==> src/include/timer_pkg.sv <==
// Purpose: Shared constants for the timer/counter with prescaler.
// Assumes: clk_sys is the oscillator clock; one period is one phase.
// Notes:   Offsets, field positions, reset values and phase counts.
package timer_pkg;

  localparam int          ADDR_W             = 5;
  localparam int          DATA_W             = 8;
  localparam int          DIR_W              = 6;
  localparam int          PS_W               = 8;
  localparam logic [4:0]  TIMER_COUNT_ADDR   = 5'h01;

  // Timer configuration field positions
  localparam int          CFG_WAKE_BIT       = 7;
  localparam int          CFG_PULLUP_BIT     = 6;
  localparam int          CFG_SOURCE_BIT     = 5;
  localparam int          CFG_EDGE_BIT       = 4;
  localparam int          CFG_ASSIGN_BIT     = 3;
  localparam int          CFG_RATIO_HI       = 2;
  localparam int          CFG_RATIO_LO       = 0;

  localparam logic [7:0]  CONFIG_RESET       = 8'hFF;
  localparam logic [5:0]  DIR_RESET          = 6'h3F;
  localparam int          PORT_BIT_TWO       = 2;

  // Instruction cycle made of four phases
  localparam logic [1:0]  PHASE_ONE_IDX      = 2'h0;
  localparam logic [1:0]  PHASE_TWO_IDX      = 2'h1;
  localparam logic [1:0]  PHASE_FOUR_IDX     = 2'h3;

  localparam int          CLK_PERIOD_NS      = 5;
  localparam int          TOSC_NS            = 5;
  localparam int          TOSC_CYCLES        = (TOSC_NS + CLK_PERIOD_NS - 1)
                                               / CLK_PERIOD_NS;
  localparam logic [1:0]  WRITE_INHIBIT      = 2'h2;

  // Tap of the prescaler count for ratio 2^(ratio+1)
  function automatic logic prescale_tap(input logic [7:0] cnt,
                                        input logic [2:0] ratio);
    prescale_tap = cnt[ratio];
  endfunction : prescale_tap

endpackage : timer_pkg

==> src/rtl/timer_counter_prescaler.sv <==
// Purpose: 8-bit timer/counter with a prescaler shared with the watchdog.
// Assumes: clk_sys is the oscillator clock; the CPU writes at phase_four.
// Notes:   Prescaler is synchronous here, so it tracks the ripple divider
//          only to within one oscillator period.

module timer_counter_prescaler (
  input  wire logic       clk_sys,
  input  wire logic       reset,
  input  wire logic [4:0] data_addr,
  input  wire logic       data_wr,
  input  wire logic [7:0] data_wdata,
  output logic      [7:0] data_rdata,
  input  wire logic       cfg_load,
  input  wire logic       dir_load,
  input  wire logic [7:0] work_data,
  input  wire logic       watchdog_clear_op,
  input  wire logic       watchdog_tick,
  output logic            watchdog_timeout,
  input  wire logic       port_bit_two_in,
  output logic      [5:0] pin_oe_n,
  output logic            wake_disable,
  output logic            pullup_disable
);

  logic       phase_two;
  logic       phase_four;
  logic       ext_level;
  logic       wdt_level;

  logic [7:0] timer_count_r;
  logic [7:0] timer_config_r;
  logic [5:0] pin_direction_r;
  logic [7:0] ps_cnt_r;
  logic [1:0] inhibit_r;
  logic       ext_prev_r;
  logic       wdt_prev_r;
  logic       tap_prev_r;
  logic       sample_r;
  logic       sample_prev_r;
  logic [7:0] rdata_r;
  logic       timeout_r;
  logic [5:0] oe_n_r;

  logic       clock_source_select;
  logic       source_edge_select;
  logic       prescaler_assign;
  logic [2:0] prescale_ratio_field;
  logic       ext_active;
  logic       ext_rise;
  logic       wdt_pulse;
  logic       ps_src;
  logic       ps_clear;
  logic       ps_tap;
  logic       tap_rise;
  logic       sync_level;
  logic       ext_inc;
  logic       inc_req;
  logic       timer_wr;

  phase_gen u_phase_gen (
    .clk_sys    (clk_sys),
    .reset      (reset),
    .phase_two  (phase_two),
    .phase_four (phase_four)
  );

  pin_sync u_ext_sync (
    .clk_sys   (clk_sys),
    .reset     (reset),
    .async_in  (port_bit_two_in),
    .level_out (ext_level)
  );

  // Watchdog oscillator runs on its own; its tick is a foreign level
  pin_sync u_wdt_sync (
    .clk_sys   (clk_sys),
    .reset     (reset),
    .async_in  (watchdog_tick),
    .level_out (wdt_level)
  );

  assign clock_source_select  = timer_config_r[timer_pkg::CFG_SOURCE_BIT];
  assign source_edge_select   = timer_config_r[timer_pkg::CFG_EDGE_BIT];
  assign prescaler_assign     = timer_config_r[timer_pkg::CFG_ASSIGN_BIT];
  assign prescale_ratio_field =
    timer_config_r[timer_pkg::CFG_RATIO_HI:timer_pkg::CFG_RATIO_LO];
  assign timer_wr = data_wr && (data_addr == timer_pkg::TIMER_COUNT_ADDR);

  always_ff @(posedge clk_sys) begin
    if (reset) begin
      timer_config_r <= timer_pkg::CONFIG_RESET;
    end else if (cfg_load) begin
      timer_config_r <= work_data;
    end
  end

  always_ff @(posedge clk_sys) begin
    if (reset) begin
      pin_direction_r <= timer_pkg::DIR_RESET;
    end else if (dir_load) begin
      pin_direction_r <= work_data[5:0];
    end
  end

  always_ff @(posedge clk_sys) begin
    if (reset) begin
      oe_n_r <= timer_pkg::DIR_RESET;
    end else begin
      oe_n_r <= pin_direction_r;
      oe_n_r[timer_pkg::PORT_BIT_TWO] <=
        pin_direction_r[timer_pkg::PORT_BIT_TWO] | clock_source_select;
    end
  end

  assign ext_active = ext_level ^ source_edge_select;
  assign ext_rise   = ext_active & ~ext_prev_r;
  assign wdt_pulse  = wdt_level & ~wdt_prev_r;

  // Idle pin with falling edge selected reads high; seeding avoids a
  // false edge right after reset
  always_ff @(posedge clk_sys) begin
    if (reset) begin
      ext_prev_r <= ext_active;
      wdt_prev_r <= 1'b0;
    end else begin
      ext_prev_r <= ext_active;
      wdt_prev_r <= wdt_level;
    end
  end

  always_comb begin
    if (prescaler_assign) begin
      ps_src = wdt_pulse;
    end else if (clock_source_select) begin
      ps_src = ext_rise;
    end else begin
      ps_src = phase_four;
    end
  end

  assign ps_clear = (timer_wr && !prescaler_assign) ||
                    (watchdog_clear_op && prescaler_assign);

  // no software load or read path
  always_ff @(posedge clk_sys) begin
    if (reset) begin
      ps_cnt_r <= 8'h00;
    end else if (ps_clear) begin
      ps_cnt_r <= 8'h00;
    end else if (ps_src) begin
      ps_cnt_r <= ps_cnt_r + 8'h01;
    end
  end

  assign ps_tap   = timer_pkg::prescale_tap(ps_cnt_r, prescale_ratio_field);
  assign tap_rise = ps_tap & ~tap_prev_r;

  always_ff @(posedge clk_sys) begin
    if (reset) begin
      tap_prev_r <= 1'b0;
    end else begin
      tap_prev_r <= ps_tap;
    end
  end

  assign sync_level = prescaler_assign ? ext_active : ps_tap;

  // sampling at phases two and four
  always_ff @(posedge clk_sys) begin
    if (reset) begin
      sample_r <= sync_level;
    end else if (phase_two || phase_four) begin
      sample_r <= sync_level;
    end
  end

  always_ff @(posedge clk_sys) begin
    if (reset) begin
      sample_prev_r <= sync_level;
    end else begin
      sample_prev_r <= sample_r;
    end
  end

  assign ext_inc = sample_r & ~sample_prev_r;

  always_comb begin
    if (clock_source_select) begin
      inc_req = ext_inc;
    end else if (prescaler_assign) begin
      inc_req = phase_four;
    end else begin
      inc_req = tap_rise;
    end
  end

  always_ff @(posedge clk_sys) begin
    if (reset) begin
      inhibit_r <= 2'h0;
    end else if (timer_wr) begin
      inhibit_r <= timer_pkg::WRITE_INHIBIT;
    end else if (phase_four && inhibit_r != 2'h0) begin
      inhibit_r <= inhibit_r - 2'h1;
    end
  end

  // count kept across resets
  // Left out of reset on purpose so a wake-up does not lose the count
  always_ff @(posedge clk_sys) begin
    if (timer_wr) begin
      timer_count_r <= data_wdata;
    end else if (inc_req && inhibit_r == 2'h0) begin
      timer_count_r <= timer_count_r + 8'h01;
    end
  end

  always_ff @(posedge clk_sys) begin
    if (reset) begin
      rdata_r <= 8'h00;
    end else if (data_addr == timer_pkg::TIMER_COUNT_ADDR) begin
      rdata_r <= timer_count_r;
    end else begin
      rdata_r <= 8'h00;
    end
  end

  always_ff @(posedge clk_sys) begin
    if (reset) begin
      timeout_r <= 1'b0;
    end else if (prescaler_assign) begin
      timeout_r <= tap_rise;
    end else begin
      timeout_r <= wdt_pulse;
    end
  end

  assign data_rdata       = rdata_r;
  assign watchdog_timeout = timeout_r;
  assign pin_oe_n         = oe_n_r;
  assign wake_disable     = timer_config_r[timer_pkg::CFG_WAKE_BIT];
  assign pullup_disable   = timer_config_r[timer_pkg::CFG_PULLUP_BIT];

endmodule : timer_counter_prescaler

==> src/rtl/phase_gen.sv <==
// Purpose: Divides the oscillator clock into four instruction phases.
// Assumes: Synchronous active-high reset restarts at the first phase.
// Notes:   Strobes are one clock wide and decoded from the phase count.
module phase_gen (
  input  wire logic clk_sys,
  input  wire logic reset,
  output logic      phase_two,
  output logic      phase_four
);

  logic [1:0] phase_r;

  always_ff @(posedge clk_sys) begin
    if (reset) begin
      phase_r <= timer_pkg::PHASE_ONE_IDX;
    end else begin
      phase_r <= phase_r + 2'h1;
    end
  end

  assign phase_two  = (phase_r == timer_pkg::PHASE_TWO_IDX);
  assign phase_four = (phase_r == timer_pkg::PHASE_FOUR_IDX);

endmodule : phase_gen

==> src/rtl/pin_sync.sv <==
// Purpose: Brings an asynchronous level into the clk_sys domain.
// Assumes: Input may change at any time relative to clk_sys.
// Notes:   A change is taken once the second and third stages agree.
module pin_sync (
  input  wire logic clk_sys,
  input  wire logic reset,
  input  wire logic async_in,
  output logic      level_out
);

  logic stage1_r;
  logic stage2_r;
  logic stage3_r;
  logic level_r;

  always_ff @(posedge clk_sys) begin
    if (reset) begin
      stage1_r <= 1'b0;
      stage2_r <= 1'b0;
      stage3_r <= 1'b0;
    end else begin
      stage1_r <= async_in;
      stage2_r <= stage1_r;
      stage3_r <= stage2_r;
    end
  end

  // Holding on disagreement filters a single metastable resolution
  always_ff @(posedge clk_sys) begin
    if (reset) begin
      level_r <= 1'b0;
    end else if (stage2_r == stage3_r) begin
      level_r <= stage3_r;
    end
  end

  assign level_out = level_r;

endmodule : pin_sync

==> config.mk <==
export PLATFORM = sky130hd
export DESIGN_NAME = timer_counter_prescaler
export DESIGN_NICKNAME = d
export VERILOG_FILES = /design/src/include/timer_pkg.sv /design/src/rtl/timer_counter_prescaler.sv /design/src/rtl/phase_gen.sv /design/src/rtl/pin_sync.sv
export SDC_FILE = /design/constraint.sdc
export NUM_CORES = 1
export LEC_CHECK = 0
export ABC_CLOCK_PERIOD_IN_PS = 2000
export BUFFER_PORTS_ARGS = -buffer_cell sky130_fd_sc_hd__buf_2
export CAP_MARGIN = 20
export CORE_MARGIN = 5
export CORE_UTILIZATION = 54
export DETAILED_ROUTE_END_ITERATION = 10
export GPL_TIMING_DRIVEN = 0
export MAX_ROUTING_LAYER = met4
export PLACE_DENSITY_LB_ADDON = 0.12
export SLEW_MARGIN = 20
export SYNTH_ARGS = -nofsm -noshare
export SYNTH_HDL_FRONTEND = slang
export SYNTH_SLANG_ARGS = --single-unit
==> constraint.sdc <==
create_clock -name clk_sys -period 2 [get_ports clk_sys]
set_input_delay 0.2 -clock clk_sys [delete_from_list [all_inputs] [get_ports clk_sys]]
set_output_delay 0.2 -clock clk_sys [all_outputs]
set_load 0.03 [all_outputs]
==> qor.txt <==
==================================================================================
Level count of the clock H-tree                                                  3
# port buffers                                                                  43
Sequential element share of the synthesized area                             53.4%
Busiest layer in global routing                                               met2
Area occupied by registers                                             0.00133 mm2
Clock tree root driver cell                                           sky130_fd_sc_hd__clkbuf_8
Final net count                                                                329
Post-Route WL                                                              4.80 mm
Post-synthesis to final-layout area growth                                   20.6%
Pin slew with the least headroom to its limit                               584 ps
Cell internal power dissipation                                          0.00215 W
Fill cell instance count of the final layout                                   360
Switching power                                                         0.000621 W
Cell with the biggest individual delay on the critical path           sky130_fd_sc_hd__dfxtp_1
Combinational Power Share                                                     8.5%
Worst-skew pair later-pin latency                                           330 ps
TritonCTS Buffers                                                                9
Post-route DRC                                                                   0
Met2 track demand over resource                                              26.9%
Largest stage delay, worst path                                             470 ps
Area occupied by multi-input gates                                     0.00107 mm2
Number of optimization iterations in the first detailed-route pass               4
Share of final-layout standard cells stronger than drive strength 1          26.7%
Setup WS pre-CTS                                                          -69.5 ps
Number of nets produced by synthesis                                           273
Leakage component of the power                                             1.29 nW
Final period utilization                                                     83.7%
Crit Path Max Fanout                                                             7
Average wire per cell in the routed design                                 13.6 um
DR iter-0 viols                                                                135
First-pass GRT wire length                                                 8.18 mm
Top-count cell post-synth                                             sky130_fd_sc_hd__dfxtp_1
Number of enable flip-flop cells after synthesis                                 9
Top cells by area, synth                                              sky130_fd_sc_hd__dfxtp_1 43%, sky130_fd_sc_hd__edfxtp_1 11%, sky130_fd_sc_hd__mux2i_1 7.2%, sky130_fd_sc_hd__nand2_1 4.1%, sky130_fd_sc_hd__xnor2_1 3.5%
CP Launch Type                                                                flop
Number of diodes                                                                 0
Number of failing hold endpoints at the final stage                              0
Clock transition at path regs                                                60 ps
Number of buffers on the longest clock path                                      2
Total I/O pin count                                                             46
Total Power Consumption                                                  0.00277 W
Number of pins with negative max-slew slack in the final report                  0
Via count                                                                     1836
Synth cell count leaders                                              53 x sky130_fd_sc_hd__dfxtp_1, 27 x sky130_fd_sc_hd__nand2_1, 23 x sky130_fd_sc_hd__nor2_1
Asr flop ratio synth                                                            0%
Count of standard-cell rows                                                     24
Critical path class                                                     reg -> reg
DIE AREA                                                               0.00608 mm2
Required @ worst endpoint                                                  2050 ps
Final Instance Count excl. Fillers                                             352
Register bit count reported by yosys                                            62
Kind of cell adding the most delay to the critical path                 flip-flops
Combined global-route utilization of all metal layers                        17.7%
Final critical-path required period                                        1670 ps
Min Hold Slack                                                             81.0 ps
Core area                                                              0.00441 mm2
Proportion of total power due to net switching                               22.4%
Cell Area, Synth                                                       0.00249 mm2
Result of the run                                                     complete, no violations
Setup skew after layout                                                    5.06 ps
Starting density of the core                                                 56.5%
IR drop worst, VDD                                                        0.809 mV
Ordered list of cells on the worst path                               mux2i_1 > nand3b_1 > nand4_1 > o211ai_1 > buf_4
Via-to-Cell Ratio                                                             5.22
HPWL Detailed                                                              3.36 mm
Capturing element type of the critical path                                   flop
Number of instances in the synthesized netlist                                 239
CTS tree                                                                       yes
Count of max-cap constraint violations                                           0
Maximum clock frequency                                                  0.597 GHz
Data arrival at the endpoint of the critical path                          1720 ps
Average instance area after synthesis                                     10.4 um2
Number of gates resized after cts                                                0
Die extent in x                                                            78.0 um
Pin count of the biggest net entering global routing                            11
Buf/Inv on CP                                                                    1
Sequential Power Share                                                       49.3%
Power Density                                                           921 mW/mm2
Finished Core Util                                                           68.2%
Total global routing overflow                                                    0
Setup repair after global routing missed its margin                          false
Post-route worst setup slack                                                326 ps
Number of antenna violations at the first check in global routing                0
Via count of the first global-routing pass                                    1791
Top flip-flop cell by instance count after synthesis                  sky130_fd_sc_hd__dfxtp_1
Number of placed cells counting well taps                                      334
Count of unique library cells instantiated by Yosys                             37
Vertical extent of the die                                                 78.0 um
Routability Congestion                                                       0.839
Hold Path Class                                                          in -> reg
Met1 global-route usage                                                      20.8%
Share of power burned in the clock network                                   42.2%
Final setup fails                                                                0
Top cell type by total area after synthesis                           sky130_fd_sc_hd__dfxtp_1
Area share of the leading cell type in the synthesized netlist               42.5%
Post-route antenna net violation count                                           0
Met3 Resource Use GR                                                         4.98%
Yosys Warn Count                                                                 0
Slew HR                                                                      61.1%
Clock tree sinks                                                                62
==================================================================================
cell usage in the layout, fill, tap and decap left out, types with 3 or more instances in the layout:
cell type	Yosys	routed
sky130_fd_sc_hd__dfxtp_1	53	53
sky130_fd_sc_hd__buf_2	0	43
sky130_fd_sc_hd__nand2_1	27	27
sky130_fd_sc_hd__nor2_1	23	23
sky130_fd_sc_hd__mux2i_1	18	18
sky130_fd_sc_hd__a21oi_1	14	14
sky130_fd_sc_hd__clkbuf_8	1	14
sky130_fd_sc_hd__and3_1	10	10
sky130_fd_sc_hd__xnor2_1	10	10
sky130_fd_sc_hd__edfxtp_1	9	9
sky130_fd_sc_hd__inv_1	8	8
sky130_fd_sc_hd__nor2b_1	8	8
sky130_fd_sc_hd__nand3_1	6	6
sky130_fd_sc_hd__clkbuf_1	6	6
sky130_fd_sc_hd__or2_2	5	5
sky130_fd_sc_hd__ha_1	5	5
sky130_fd_sc_hd__nand4_1	4	4
sky130_fd_sc_hd__o21ai_0	4	4
sky130_fd_sc_hd__xor2_1	3	3
sky130_fd_sc_hd__buf_4	1	3
sky130_fd_sc_hd__nand3b_1	3	3
final cells by class:
type | instances | share of cell area (%)
Tap cell | 52 | 2.16
Timing Repair Buffer | 45 | 7.65
Clock buffer | 13 | 5.95
Sequential cell | 62 | 44.2
Inverter | 8 | 0.998
Buffer | 10 | 2.20
Clock inverter | 3 | 1.33
Multi-Input combinational cell | 159 | 35.5
registers in the layout, summed over array words and instances (netlist names), 2 cells and up:
name / flops
data_rdata: 8
pin_direction_r: 6
timer_count_r: 8
ps_cnt_r: 8
timer_config_r: 8
pin_oe_n: 6
inhibit_r: 2
u_phase_gen.phase_r: 2
timing repair:
| action | 4_1_cts | 5_1_grt |
|---|---|---|
| hold buffers | 0 | 0 |
| setup buffers | 2 | 0 |
| setup endpoints to repair | 8 | 0 |
through the flow:
stage	cell area, um2	setup TNS (ps)
after floorplan	2490	0
after global placement	2780	-580
after detailed placement	2780	-554
after CTS	3010	0
after global routing	3010	0
final	3010	0
routing by layer:
layer | share of wire, % | vias to the layer above
li1 | - | 930
met1 | 44 | 850
met2 | 49 | 41
met3 | 4.9 | 15
met4 | 2.8 | 0
met5 | 0 | -
logic make-up after synthesis:
group | Yosys count | share of synthesized area [%]
fa+ha+maj | 5 | 2.51
xor+xnor | 14 | 5.22
mux | 20 | 8.12
compound gates | 26 | 7.22
simple gates | 94 | 19.7
flops | 62 | 53.4
buf+inv | 18 | 3.86
power by group through the flow:
stage	combinational (W)	clock, W	sequential, W
after global placement	0.000223	0	0.00139
after detailed placement	0.000228	0	0.00139
after floorplan	0.000140	0	0.00141
after CTS	0.000238	0.00119	0.00137
final	0.000235	0.00117	0.00137
after global routing	0.000263	0.00126	0.00137
worst reg2reg max path: stages (launching register included):
cell and delay (ps):
sky130_fd_sc_hd__dfxtp_1 470, sky130_fd_sc_hd__mux2i_1 120, sky130_fd_sc_hd__nand3b_1 100, sky130_fd_sc_hd__nand4_1 220, sky130_fd_sc_hd__o211ai_1 290, sky130_fd_sc_hd__buf_4 210
final timing paths:
path,start,to,slack [ps],cells past startpoint
max,ps_cnt_r[2]$_SDFFE_PP0P_,timer_count_r[6]$_DFFE_PP_,330,5
min,port_bit_two_in,u_ext_sync.stage1_r$_SDFF_PP0_,80,2
max reg2reg,ps_cnt_r[2]$_SDFFE_PP0P_,timer_count_r[6]$_DFFE_PP_,330,5
min reg2reg,pin_direction_r[1]$_SDFFE_PP1P_,pin_oe_n[1]$_SDFF_PP1_,440,1
No activity file was read; power rests on OpenSTA's default activity.
